[src/rtl/ipx_pkg.sv]
package ipx_pkg;
  // instruction word width (D9..D0)
  localparam int unsigned INSTR_W = 10;
  // accumulator and port width of the 4-bit core
  localparam int unsigned DATA_W  = 4;

  // opcodes; the encodings are not reliably known, so they are parameters
  // of the top module with these defaults and may be overridden
  localparam logic [INSTR_W-1:0] OPC_SET_INT_EN   = 10'h005;
  localparam logic [INSTR_W-1:0] OPC_ARM_PDN      = 10'h05B;
  localparam logic [INSTR_W-1:0] OPC_LOAD_PORT0   = 10'h260;
  localparam logic [INSTR_W-1:0] OPC_LOAD_PORT1   = 10'h261;

  // reset values
  localparam logic              INT_EN_RST = 1'b0;
  localparam logic              ARMED_RST  = 1'b0;
  localparam logic [DATA_W-1:0] ACC_RST    = 4'h0;

  // decoded operation
  typedef enum {
    OP_NONE,
    OP_SET_INT_EN,
    OP_ARM_PDN,
    OP_LOAD_PORT0,
    OP_LOAD_PORT1
  } ipx_op_t;
endpackage

[src/rtl/ipx_dec_if.sv]
interface ipx_dec_if;
  import ipx_pkg::*;
  ipx_op_t op;
  logic    known;
  modport dec (output op, output known);
  modport exe (input op, input known);
endinterface

[src/rtl/ipx_decoder.sv]
module ipx_decoder
  import ipx_pkg::*;
#(
  parameter logic [INSTR_W-1:0] OpcSetIntEn = OPC_SET_INT_EN,
  parameter logic [INSTR_W-1:0] OpcArmPdn   = OPC_ARM_PDN,
  parameter logic [INSTR_W-1:0] OpcPort0    = OPC_LOAD_PORT0,
  parameter logic [INSTR_W-1:0] OpcPort1    = OPC_LOAD_PORT1
) (
  // instruction in
  input  wire logic [INSTR_W-1:0] instr,
  input  wire logic               valid,
  // decoded result
  ipx_dec_if.dec                  dec
);
  // pure compare, one word per instruction so no state is needed
  always_comb begin
    dec.op    = OP_NONE;
    dec.known = 1'b0;
    if (valid) begin
      dec.known = 1'b1;
      if (instr == OpcSetIntEn) dec.op = OP_SET_INT_EN;
      else if (instr == OpcArmPdn) dec.op = OP_ARM_PDN;
      else if (instr == OpcPort0) dec.op = OP_LOAD_PORT0;
      else if (instr == OpcPort1) dec.op = OP_LOAD_PORT1;
      else dec.known = 1'b0;
    end
  end
endmodule

[src/rtl/ipx_exec.sv]
// Summary of operation
// - interrupt-enable opcode sets the interrupt enable flag
// - arming opcode validates the next power-down instruction only
// - port zero opcode loads accumulator from port
// - port one opcode loads accumulator from port
module ipx_exec
  import ipx_pkg::*;
#(
  parameter logic [INSTR_W-1:0] OpcSetIntEn = OPC_SET_INT_EN,
  parameter logic [INSTR_W-1:0] OpcArmPdn   = OPC_ARM_PDN,
  parameter logic [INSTR_W-1:0] OpcPort0    = OPC_LOAD_PORT0,
  parameter logic [INSTR_W-1:0] OpcPort1    = OPC_LOAD_PORT1
) (
  // clock and reset
  input  wire logic              clock,
  input  wire logic              rst,
  // instruction from the sequencer
  input  wire logic [INSTR_W-1:0] instr,
  input  wire logic               instrValid,
  // flag and state from the rest of the core
  input  wire logic               intEnClear,
  input  wire logic               powerDownTaken,
  input  wire logic               accWrite,
  input  wire logic [DATA_W-1:0]  accWriteData,
  // input ports
  input  wire logic [DATA_W-1:0]  inputPortZero,
  input  wire logic [DATA_W-1:0]  inputPortOne,
  // results
  output logic                    interruptEnableFlag,
  output logic                    powerDownArmed,
  output logic [DATA_W-1:0]       acc,
  output logic                    opDone,
  output logic                    carryWrite,
  output logic                    skipNext
);
  ipx_dec_if decBus ();

  ipx_decoder #(
    .OpcSetIntEn (OpcSetIntEn),
    .OpcArmPdn   (OpcArmPdn),
    .OpcPort0    (OpcPort0),
    .OpcPort1    (OpcPort1)
  ) uDec (
    .instr (instr),
    .valid (instrValid),
    .dec   (decBus.dec)
  );

  // decoded strobes; the decoder yields at most one op per cycle
  logic              setIntEnOp;
  logic              armPdnOp;
  logic              loadPortZeroOp;
  logic              loadPortOneOp;
  logic              anyOp;

  // interrupt enable flag
  logic              intEn_q;
  logic              intEn_d;

  // power-down arming
  logic              armed_q;
  logic              armed_d;

  // accumulator; next value is a net as each bit has its own driver
  logic [DATA_W-1:0] acc_q;
  wire  logic [DATA_W-1:0] acc_d;

  // completion pulse
  logic              done_q;
  logic              done_d;

  // carry and skip requests
  logic              carry_q;
  logic              carry_d;
  logic              skip_q;
  logic              skip_d;

  // split the enum into strobes so each register reads one plain bit
  always_comb begin
    setIntEnOp     = 1'b0;
    armPdnOp       = 1'b0;
    loadPortZeroOp = 1'b0;
    loadPortOneOp  = 1'b0;
    case (decBus.op)
      OP_SET_INT_EN: begin
        setIntEnOp = 1'b1;
      end
      OP_ARM_PDN: begin
        armPdnOp = 1'b1;
      end
      OP_LOAD_PORT0: begin
        loadPortZeroOp = 1'b1;
      end
      OP_LOAD_PORT1: begin
        loadPortOneOp = 1'b1;
      end
      default: begin
        setIntEnOp = 1'b0;
      end
    endcase
    anyOp = decBus.known;
  end

  // flag next value; set beats a same-cycle clear so no enable is lost
  always_comb begin
    intEn_d = intEn_q;
    if (setIntEnOp) begin
      intEn_d = 1'b1;
    end else if (intEnClear) begin
      intEn_d = 1'b0;
    end
  end

  // flag register
  always_ff @(posedge clock or posedge rst) begin
    if (rst) begin
      intEn_q <= INT_EN_RST;
    end else begin
      intEn_q <= intEn_d;
    end
  end

  // arming lasts until the core reports a power-down op taken;
  // arming again in the same cycle wins, so a fresh arm is never lost
  always_comb begin
    armed_d = armed_q;
    if (armPdnOp) begin
      armed_d = 1'b1;
    end else if (powerDownTaken) begin
      armed_d = 1'b0;
    end
  end

  // arming register
  always_ff @(posedge clock or posedge rst) begin
    if (rst) begin
      armed_q <= ARMED_RST;
    end else begin
      armed_q <= armed_d;
    end
  end

  // accumulator next value per bit; a port load beats a core write,
  // since the op in flight owns the accumulator this cycle
  for (genvar b = 0; b < DATA_W; b++) begin : g_accBit
    assign acc_d[b] = loadPortZeroOp ? inputPortZero[b]
                    : loadPortOneOp  ? inputPortOne[b]
                    : accWrite       ? accWriteData[b]
                    :                  acc_q[b];
  end

  // accumulator register; ports are taken as already synchronous,
  // so an asynchronous pin needs its own synchroniser upstream
  always_ff @(posedge clock or posedge rst) begin
    if (rst) begin
      acc_q <= ACC_RST;
    end else begin
      acc_q <= acc_d;
    end
  end

  // every op is one word and one cycle, so done follows the decode
  always_comb begin
    done_d = anyOp;
  end

  // completion register; a pulse of exactly one cycle per op
  always_ff @(posedge clock or posedge rst) begin
    if (rst) begin
      done_q <= 1'b0;
    end else begin
      done_q <= done_d;
    end
  end

  // these ops never write carry
  always_comb begin
    carry_d = 1'b0;
  end

  // carry request register, kept so the output comes from a flop
  always_ff @(posedge clock or posedge rst) begin
    if (rst) begin
      carry_q <= 1'b0;
    end else begin
      carry_q <= carry_d;
    end
  end

  // these ops never ask for the next word to be skipped
  always_comb begin
    skip_d = 1'b0;
  end

  // skip request register
  always_ff @(posedge clock or posedge rst) begin
    if (rst) begin
      skip_q <= 1'b0;
    end else begin
      skip_q <= skip_d;
    end
  end

  // outputs straight from the registers above
  assign interruptEnableFlag = intEn_q;
  assign powerDownArmed      = armed_q;
  assign acc                 = acc_q;
  assign opDone              = done_q;
  assign carryWrite          = carry_q;
  assign skipNext            = skip_q;
endmodule

[config.mk]
export PLATFORM = sky130hd
export DESIGN_NAME = ipx_exec
export DESIGN_NICKNAME = d
export VERILOG_FILES = /design/src/rtl/ipx_pkg.sv /design/src/rtl/ipx_dec_if.sv /design/src/rtl/ipx_decoder.sv /design/src/rtl/ipx_exec.sv
export SDC_FILE = /design/constraint.sdc
export NUM_CORES = 1
export LEC_CHECK = 0
export BUFFER_PORTS_ARGS = -buffer_cell sky130_fd_sc_hd__buf_2
export CELL_PAD_IN_SITES_DETAIL_PLACEMENT = 1
export CELL_PAD_IN_SITES_GLOBAL_PLACEMENT = 1
export CORE_AREA = 10 10 52 54
export DETAILED_ROUTE_END_ITERATION = 6
export DIE_AREA = 0 0 62 64
export GPL_TIMING_DRIVEN = 0
export PLACE_DENSITY = 0.9
export SYNTH_ARGS = -nofsm -noshare
export SYNTH_HDL_FRONTEND = slang
export SYNTH_SLANG_ARGS = --single-unit
[constraint.sdc]
create_clock -name clock -period 2.4 [get_ports clock]
set_clock_uncertainty 0.1 [all_clocks]
set_input_delay 0.72 -clock clock [delete_from_list [all_inputs] [get_ports clock]]
set_output_delay 0.72 -clock clock [all_outputs]
set_load 0.005 [all_outputs]
# Word-level counts from Yosys, hierarchy flattened

Index checks and enable logic that the tools add are counted.

Register bits: 7
Output and inout bits: 9
Word-level logic and storage cells: 45

Equality and inequality tests: 8
Multiplexer cells: 30
Reductions and logical operators: 3

Operators with widths:

| cell                                                              | count |
|---|---|
| 32-bit two-way mux                                                | 4 |
| 32-bit by 2-bit == test with 1-bit output (second input constant) | 2 |
| 32-bit by 1-bit == test with 1-bit output (second input constant) | 1 |
| 32-bit by 3-bit == test with 1-bit output (second input constant) | 1 |
| 1-bit two-way mux                                                 | 25 |
| 10-bit == test (second input constant)                            | 2 |
| 10-bit by 3-bit == test with 1-bit output (second input constant) | 1 |
| 10-bit by 7-bit == test with 1-bit output (second input constant) | 1 |
| 2-bit nonzero test                                                | 2 |
| 3-bit two-way mux                                                 | 1 |
| 3-bit nonzero test                                                | 1 |

# Depth between registers and ports, before layout

Gate-level depths: netlist of the first run.

Depth in word-level cells: 10
Gate-level depth with buffers: 4

# Cells and area by module

A second synthesis of the first run with hierarchy kept.

Cells, all modules: 90
Area, all modules: 795.8 µm²

Modules (own cells, without submodules):

| module      | times used | cells each | area each (µm²) |
|---|---|---|---|
| ipx_exec    | 1          | 44         | 451.7 |
| ipx_decoder | 1          | 46         | 344.1 |

# Least setup slack after synthesis of the first run

Ideal clock, no wire load.

Path kind: input to register
Start: input instr[0]
End: register done_q, in the netlist opDone
Arrival time: 1,434 ps
Path slack: 742 ps
Cell stages on the path: 4
Buffers on the path: 1
Cell sequence: buf_2 > nor3b_1 > and3_1 > o31a_1

Cells in the longest elaborated chain, start to end: 6
Elaborated cells between the ends (all ways): 9

RTL lines:

| item                   | line              | RTL |
|---|---|---|
| start: declaration     | ipx_exec.sv:18    | `input wire logic [INSTR_W-1:0] instr,` |
| 10-bit == test         | ipx_decoder.sv:24 | `else if (instr == OpcPort1) dec.op = OP_LOAD_PORT1;` |
| 1-bit two-way mux      | ipx_decoder.sv:24 |  |
| 1-bit two-way mux      | ipx_decoder.sv:23 | `else if (instr == OpcPort0) dec.op = OP_LOAD_PORT0;` |
| 1-bit two-way mux      | ipx_decoder.sv:22 | `else if (instr == OpcArmPdn) dec.op = OP_ARM_PDN;` |
| 1-bit two-way mux *    | ipx_decoder.sv:21 | `if (instr == OpcSetIntEn) dec.op = OP_SET_INT_EN;` |
| 1-bit two-way mux *    | ipx_decoder.sv:19 | `if (valid) begin` |
| net anyOp              | ipx_exec.sv:54    | `logic anyOp;` |
| end signal: assignment | ipx_exec.sv:172   | `done_q <= done_d;` |
| end: declaration       | ipx_exec.sv:69    | `logic done_q;` |

Mark *: on every way through the listed nets, which the timed path passes. The rest lies on a longest branch.
A chain may end at the register's enable or synchronous reset.

# Final worst setup path of the first run

Start: register armed_q, in the netlist powerDownArmed
End: output powerDownArmed

RTL lines:

| item                     | line            | RTL |
|---|---|---|
| start: declaration       | ipx_exec.sv:61  | `logic armed_q;` |
| start signal: assignment | ipx_exec.sv:139 | `armed_q <= armed_d;` |
| end: declaration         | ipx_exec.sv:30  | `output logic powerDownArmed,` |

No word-level cell between the ends.

==> results of run 1 <==
[worst max-delay path by stage]
stage / startpoint / to / depth (start not counted)
6_report: powerDownArmed / powerDownArmed / 1
5_1_grt: interruptEnableFlag / interruptEnableFlag / 1
4_1_cts: powerDownArmed / powerDownArmed / 1
3_5_place_dp: instr[2] / acc[3] / 4
3_3_place_gp: instr[2] / acc[3] / 4
2_1_floorplan: instr[0] / opDone / 4
[placed cells by master, fill, tap and decap left out, drive strengths merged]
master and instances:
nor4b 2, and3 4, nand4 1, conb 2, mux2i 12, nor3 1
a22o 2, and2 1, nor3b 1, clkbuf 4, inv 3, o31a 1
dfrtp 7, buf 36
[worst register-to-register path, cell delays in order, from the launching register on]
cell and delay, ns:
dfrtp_1 0.36, mux2i_1 0.16, mux2i_1 0.11
[metrics by stage]
stage | setup slack (ns) | hold WS, ns | instances
floorplan | 0.742 | 0.403 | 41
global placement | 0.642 | 0.388 | 98
detailed placement | 0.606 | 0.403 | 98
CTS | 0.808 | 0.295 | 102
global route | 0.780 | 0.322 | 102
finish | 0.821 | 0.291 | 102
[cell usage after synthesis]
library cell	number	area share
nand4_4	1	0.045
conb_1	1	0.0080
nor4b_1	1	0.019
nor3b_1	1	0.016
buf_4	2	0.032
and3_2	1	0.016
nor3_4	1	0.035
inv_1	3	0.024
dfrtp_1	7	0.37
and2_1	1	0.013
buf_1	1	0.0080
a22o_1	2	0.037
and3_1	3	0.040
nor4b_4	1	0.051
o31a_1	1	0.019
buf_2	1	0.011
mux2i_1	12	0.26
[cells by family after synthesis]
kind of cell    Yosys count  synth area share
compound gates            3            0.0559
buf+inv                   7            0.0744
flops                     7             0.372
mux                      12             0.255
other cells               1           0.00797
simple gates             10             0.234
[registers in the layout, summed over array words and instances, names as in the netlist]
signal               cells
acc                      4
interruptEnableFlag      1
opDone                   1
powerDownArmed           1
[layer usage]
layer  global-route usage  part of all wire  vias to the layer above
li1                     -                 -                      217
met1               0.0651              0.28                      216
met2                0.164              0.56                       27
met3               0.0435              0.15                        2
met4               0.0335            0.0050                        0
met5                    0                 0                        -
[where the power goes]
part           switching [uW]  internal (uW)  total, uW
combinational            31.6           35.6       67.2
sequential               2.89            125        128
clock                    40.9           63.3        104
[area by class of cell]
type | count | area (sq um) | area share
Sequential cell | 7 | 175 | 0.253
Timing Repair Buffer | 32 | 160 | 0.231
Buffer | 4 | 23.8 | 0.0344
Tap cell | 25 | 31.3 | 0.0452
Inverter | 3 | 11.3 | 0.0163
Clock buffer | 4 | 26.3 | 0.0380
Multi-Input combinational cell | 27 | 264 | 0.382
==> metrics.yaml, run 1 <==
wirelength_microns: 1610
n_antenna_cell: 0
min_period_ns: 1.58
design_area_sq_um: 692
grt_antenna_before_repair: 0
grt_pass1_wl_microns: 2480
clockBufferDepth: 2
numPortBuffers: 32
grt_usage: 0.0845
netlist_area_sq_um: 470
yosysWarnings: 0
synthDistinctLibCells: 17
grt_pass1_vias: 542
num_vias: 462
r2r-start: "acc[3]"
via_per_inst: 4.53
syn_inst: 40
crit_path_max_incr_delay_ns: 0.38
powerDensity_nw_per_um2: 433
fin_setup_tns_ns: 0
root_buffer: "clkbuf_4"
wl_per_cell_microns: 15.8
cts_tree: "yes"
cp_max_fo: 2
core_sq_um: 1710
post_cts_buffers: 0
finalHoldViolations: 0
r2r_setup_slack_ns: 1.55
synth-seq-area-share: 0.372
drtIter0Drc: 11
io_pins: 37
synth_seq_cells: 7
power_leakage_uw: 0.000416
layout-drive-gt1-share: 0.545
r2r_end: "acc[3]"
area_growth_pct: 47.1
min_period_over_period: 0.658
setup_violations: 0
hold_buffers: 0
placed_cell_area_sq_um: 666
die_h_microns: 64
hpwl_microns: 1480
die_w_microns: 62
rsz0062_at_grt: "false"
start_util: 0.275
peakVddDrop_uv: 109
crit_required_ns: 1.58
insertion_delay_ns: 0.25
fin_nets: 106
antenna_left: 0
grt_max_degree: 8
crit_chain: "buf_2"
cp-end-kind: "output pin"
cts.sinks: 7
syn_avg_cell_area_sq_um: 11.8
placementRows: 15
hp-class: "in2async"
fin_util: 0.405
drcViolationCount: 0
cp_slowest_cell: "dfrtp_1"
h-tree-depth: 1
path_clk_slew_ns: 0.05
r2r_cells: 2
crit_type: "reg2out"
ctsResizeCount: 0
slew_viol_final: 0
cts_buffers: 3
globalplace.congestion: 0.713
worstPathArrival_ns: 0.76
die_area_sq_um: 3970
run_status: "completed"
firstDrtPassIters: 4
totalPowerFinal_uw: 299
critPathBufInv: 1
fmaxAchievable_ghz: 0.633
fill_cells: 214
grt-ovfl-total: 0
start_kind: "flop"
crit_family: "flip-flops"
drv_cap: 0
(Power assumes the default switching activity.)
==> run 2, diff against run 1 <==
CORE_AREA = 10 10 57 59   (was 10 10 52 54)
DIE_AREA = 0 0 67 69   (was 0 0 62 64)
PLACE_DENSITY = 0.78   (was 0.9)
clock period = 1.3 ns   (was 2.4 ns; I/O delays follow)
==> run 2 against run 1 <==
  * Sequential power up 85%
  * Global-route usage down 2.1 points
  * Wire length down 14%
  * Count of clock-buffer cells in the layout unchanged
  * Setup slack worse by 0.77 ns
  * Design area up 2.9%
  * First-iteration DRC count down 91%
  * Hold slack better by 0.036 ns
  * Utilization down 7.4 points
  * Highest routed layer unchanged
==> metrics.yaml, run 2 (synthesis gave the netlist of run 1 again) <==
run_status: "completed"
h-tree-depth: 1  # unchanged
peakVddDrop_uv: 203  # +86%
cts_buffers: 3  # unchanged
ctsResizeCount: 0  # unchanged
post_cts_buffers: 0  # unchanged
min_period_ns: 1.25
grt-ovfl-total: 0  # unchanged
die_area_sq_um: 4620  # +17%
min_period_over_period: 0.958
start_kind: "flop"
grt_max_degree: 8  # unchanged
crit_path_max_incr_delay_ns: 0.38  # about the same
root_buffer: "clkbuf_4"
critPathBufInv: 1  # unchanged
largest_reg_flops: 4  # unchanged
rsz0062_at_grt: "false"
cts_tree: "yes"
setup_violations: 0  # unchanged
antenna_left: 0  # unchanged
numPortBuffers: 32  # unchanged
drv_cap: 0  # unchanged
via_per_inst: 3.96  # -13%
io_pins: 37  # unchanged
layout-drive-gt1-share: 0.538  # -0.00699
crit_required_ns: 0.81  # -0.77 ns
grt_usage: 0.0639  # -0.0205
final_cell_mix: "buf_2, mux2i_1, dfrtp_1"
dp.cells: 101  # +3.1%
clockBufferDepth: 2  # unchanged
cp_slowest_cell: "dfrtp_1"
grt_antenna_before_repair: 0  # unchanged
hp-class: "in2reg"
insertion_delay_ns: 0.24  # about the same
slew_viol_final: 0  # unchanged
core_sq_um: 2150  # +26%
drcViolationCount: 0  # unchanged
worstPathArrival_ns: 0.76  # about the same
hpwl_microns: 1290  # -12%
firstDrtPassIters: 2  # -2
start_util: 0.219  # -0.0565
wirelength_microns: 1380  # -14%
n_antenna_cell: 0  # unchanged
cts.sinks: 7  # unchanged
path_clk_slew_ns: 0.05  # about the same
powerDensity_nw_per_um2: 777  # +80%
crit_family: "flip-flops"
cp_max_fo: 2  # unchanged
grt_pass1_vias: 481  # -11%
globalplace.congestion: 0.656  # -8.0%
die_w_microns: 67  # +8.1%
cp-end-kind: "output pin"
grt_pass1_wl_microns: 2290  # -7.8%
fmaxAchievable_ghz: 0.803
power_leakage_uw: 0.000423  # +1.5%
fin_util: 0.331  # -0.0737
fin_nets: 107  # +0.94%
finalHoldViolations: 0  # unchanged
area_growth_pct: 51.3
num_vias: 420  # -9.1%
die_h_microns: 69  # +7.8%
drtIter0Drc: 1  # -10
final_cells: 106  # +3.9%
crit_type: "reg2out"
final_common_cell: "buf_2"
wl_per_cell_microns: 13.1  # -17%
crit_chain: "buf_2"
placementRows: 17  # +2
hold_buffers: 1  # +1
## run 2: final timing paths
| kind | start | end | slack [ns] | cells after the start |
|---|---|---|---|---|
| hold reg to reg | interruptEnableFlag | interruptEnableFlag | 0.41 | 1 |
| hold / removal | instrValid | opDone | 0.33 | 2 |
| setup / recovery | acc[3] | acc[3] | 0.05 | 1 |
| min in group asynchronous | rst | acc[3] | 0.50 | 3 |
| max in group asynchronous | rst | powerDownArmed | 0.40 | 3 |
| setup reg to reg | powerDownArmed | powerDownArmed | 0.48 | 1 |
## run 2: routing by layer
layer  share of wire  GRT usage  up-vias
li1                -          -      217
met1            0.38     0.0659      181
met2            0.49     0.0952       20
met3            0.12     0.0322        2
met4           0.018     0.0475        0
met5               0          0        -
## run 2: where the power goes
part           total (uW)  internal, uW  leakage, uW  switching, uW
logic                 124          69.6     0.000319           54.8
clock network         192           117    0.0000150           74.9
registers             237           231    0.0000887           5.97
total                 553           417     0.000423            136
## run 2: area by class of cell
| cell class | instances | area (sq um) |
|---|---|---|
| timing repair buffer | 33 | 170 |
| sequential | 7 | 175 |
| buffer | 4 | 30.0 |
| tap | 28 | 35.0 |
| multi-input combinational | 27 | 264 |
| fill | 251 | 1440 |
| inverter | 3 | 11.3 |
| clock buffer | 4 | 26.3 |
## run 2: metrics by stage
| step | hold slack (ns) | instance area [sq um] | power [uW] | TNS (ns) | worst slack (ns) |
|---|---|---|---|---|---|
| 2_1_floorplan | 0.0934 | 480 | 296 | 0 | 0.0251 |
| 3_3_place_gp | 0.219 | 676 | 360 | -0.674 | -0.126 |
| 3_5_place_dp | 0.230 | 676 | 366 | -0.761 | -0.146 |
| 4_1_cts | 0.320 | 712 | 565 | 0 | 0.0362 |
| 5_1_grt | 0.322 | 712 | 599 | 0 | 0.000714 |
| 6_report | 0.326 | 712 | 553 | 0 | 0.0546 |
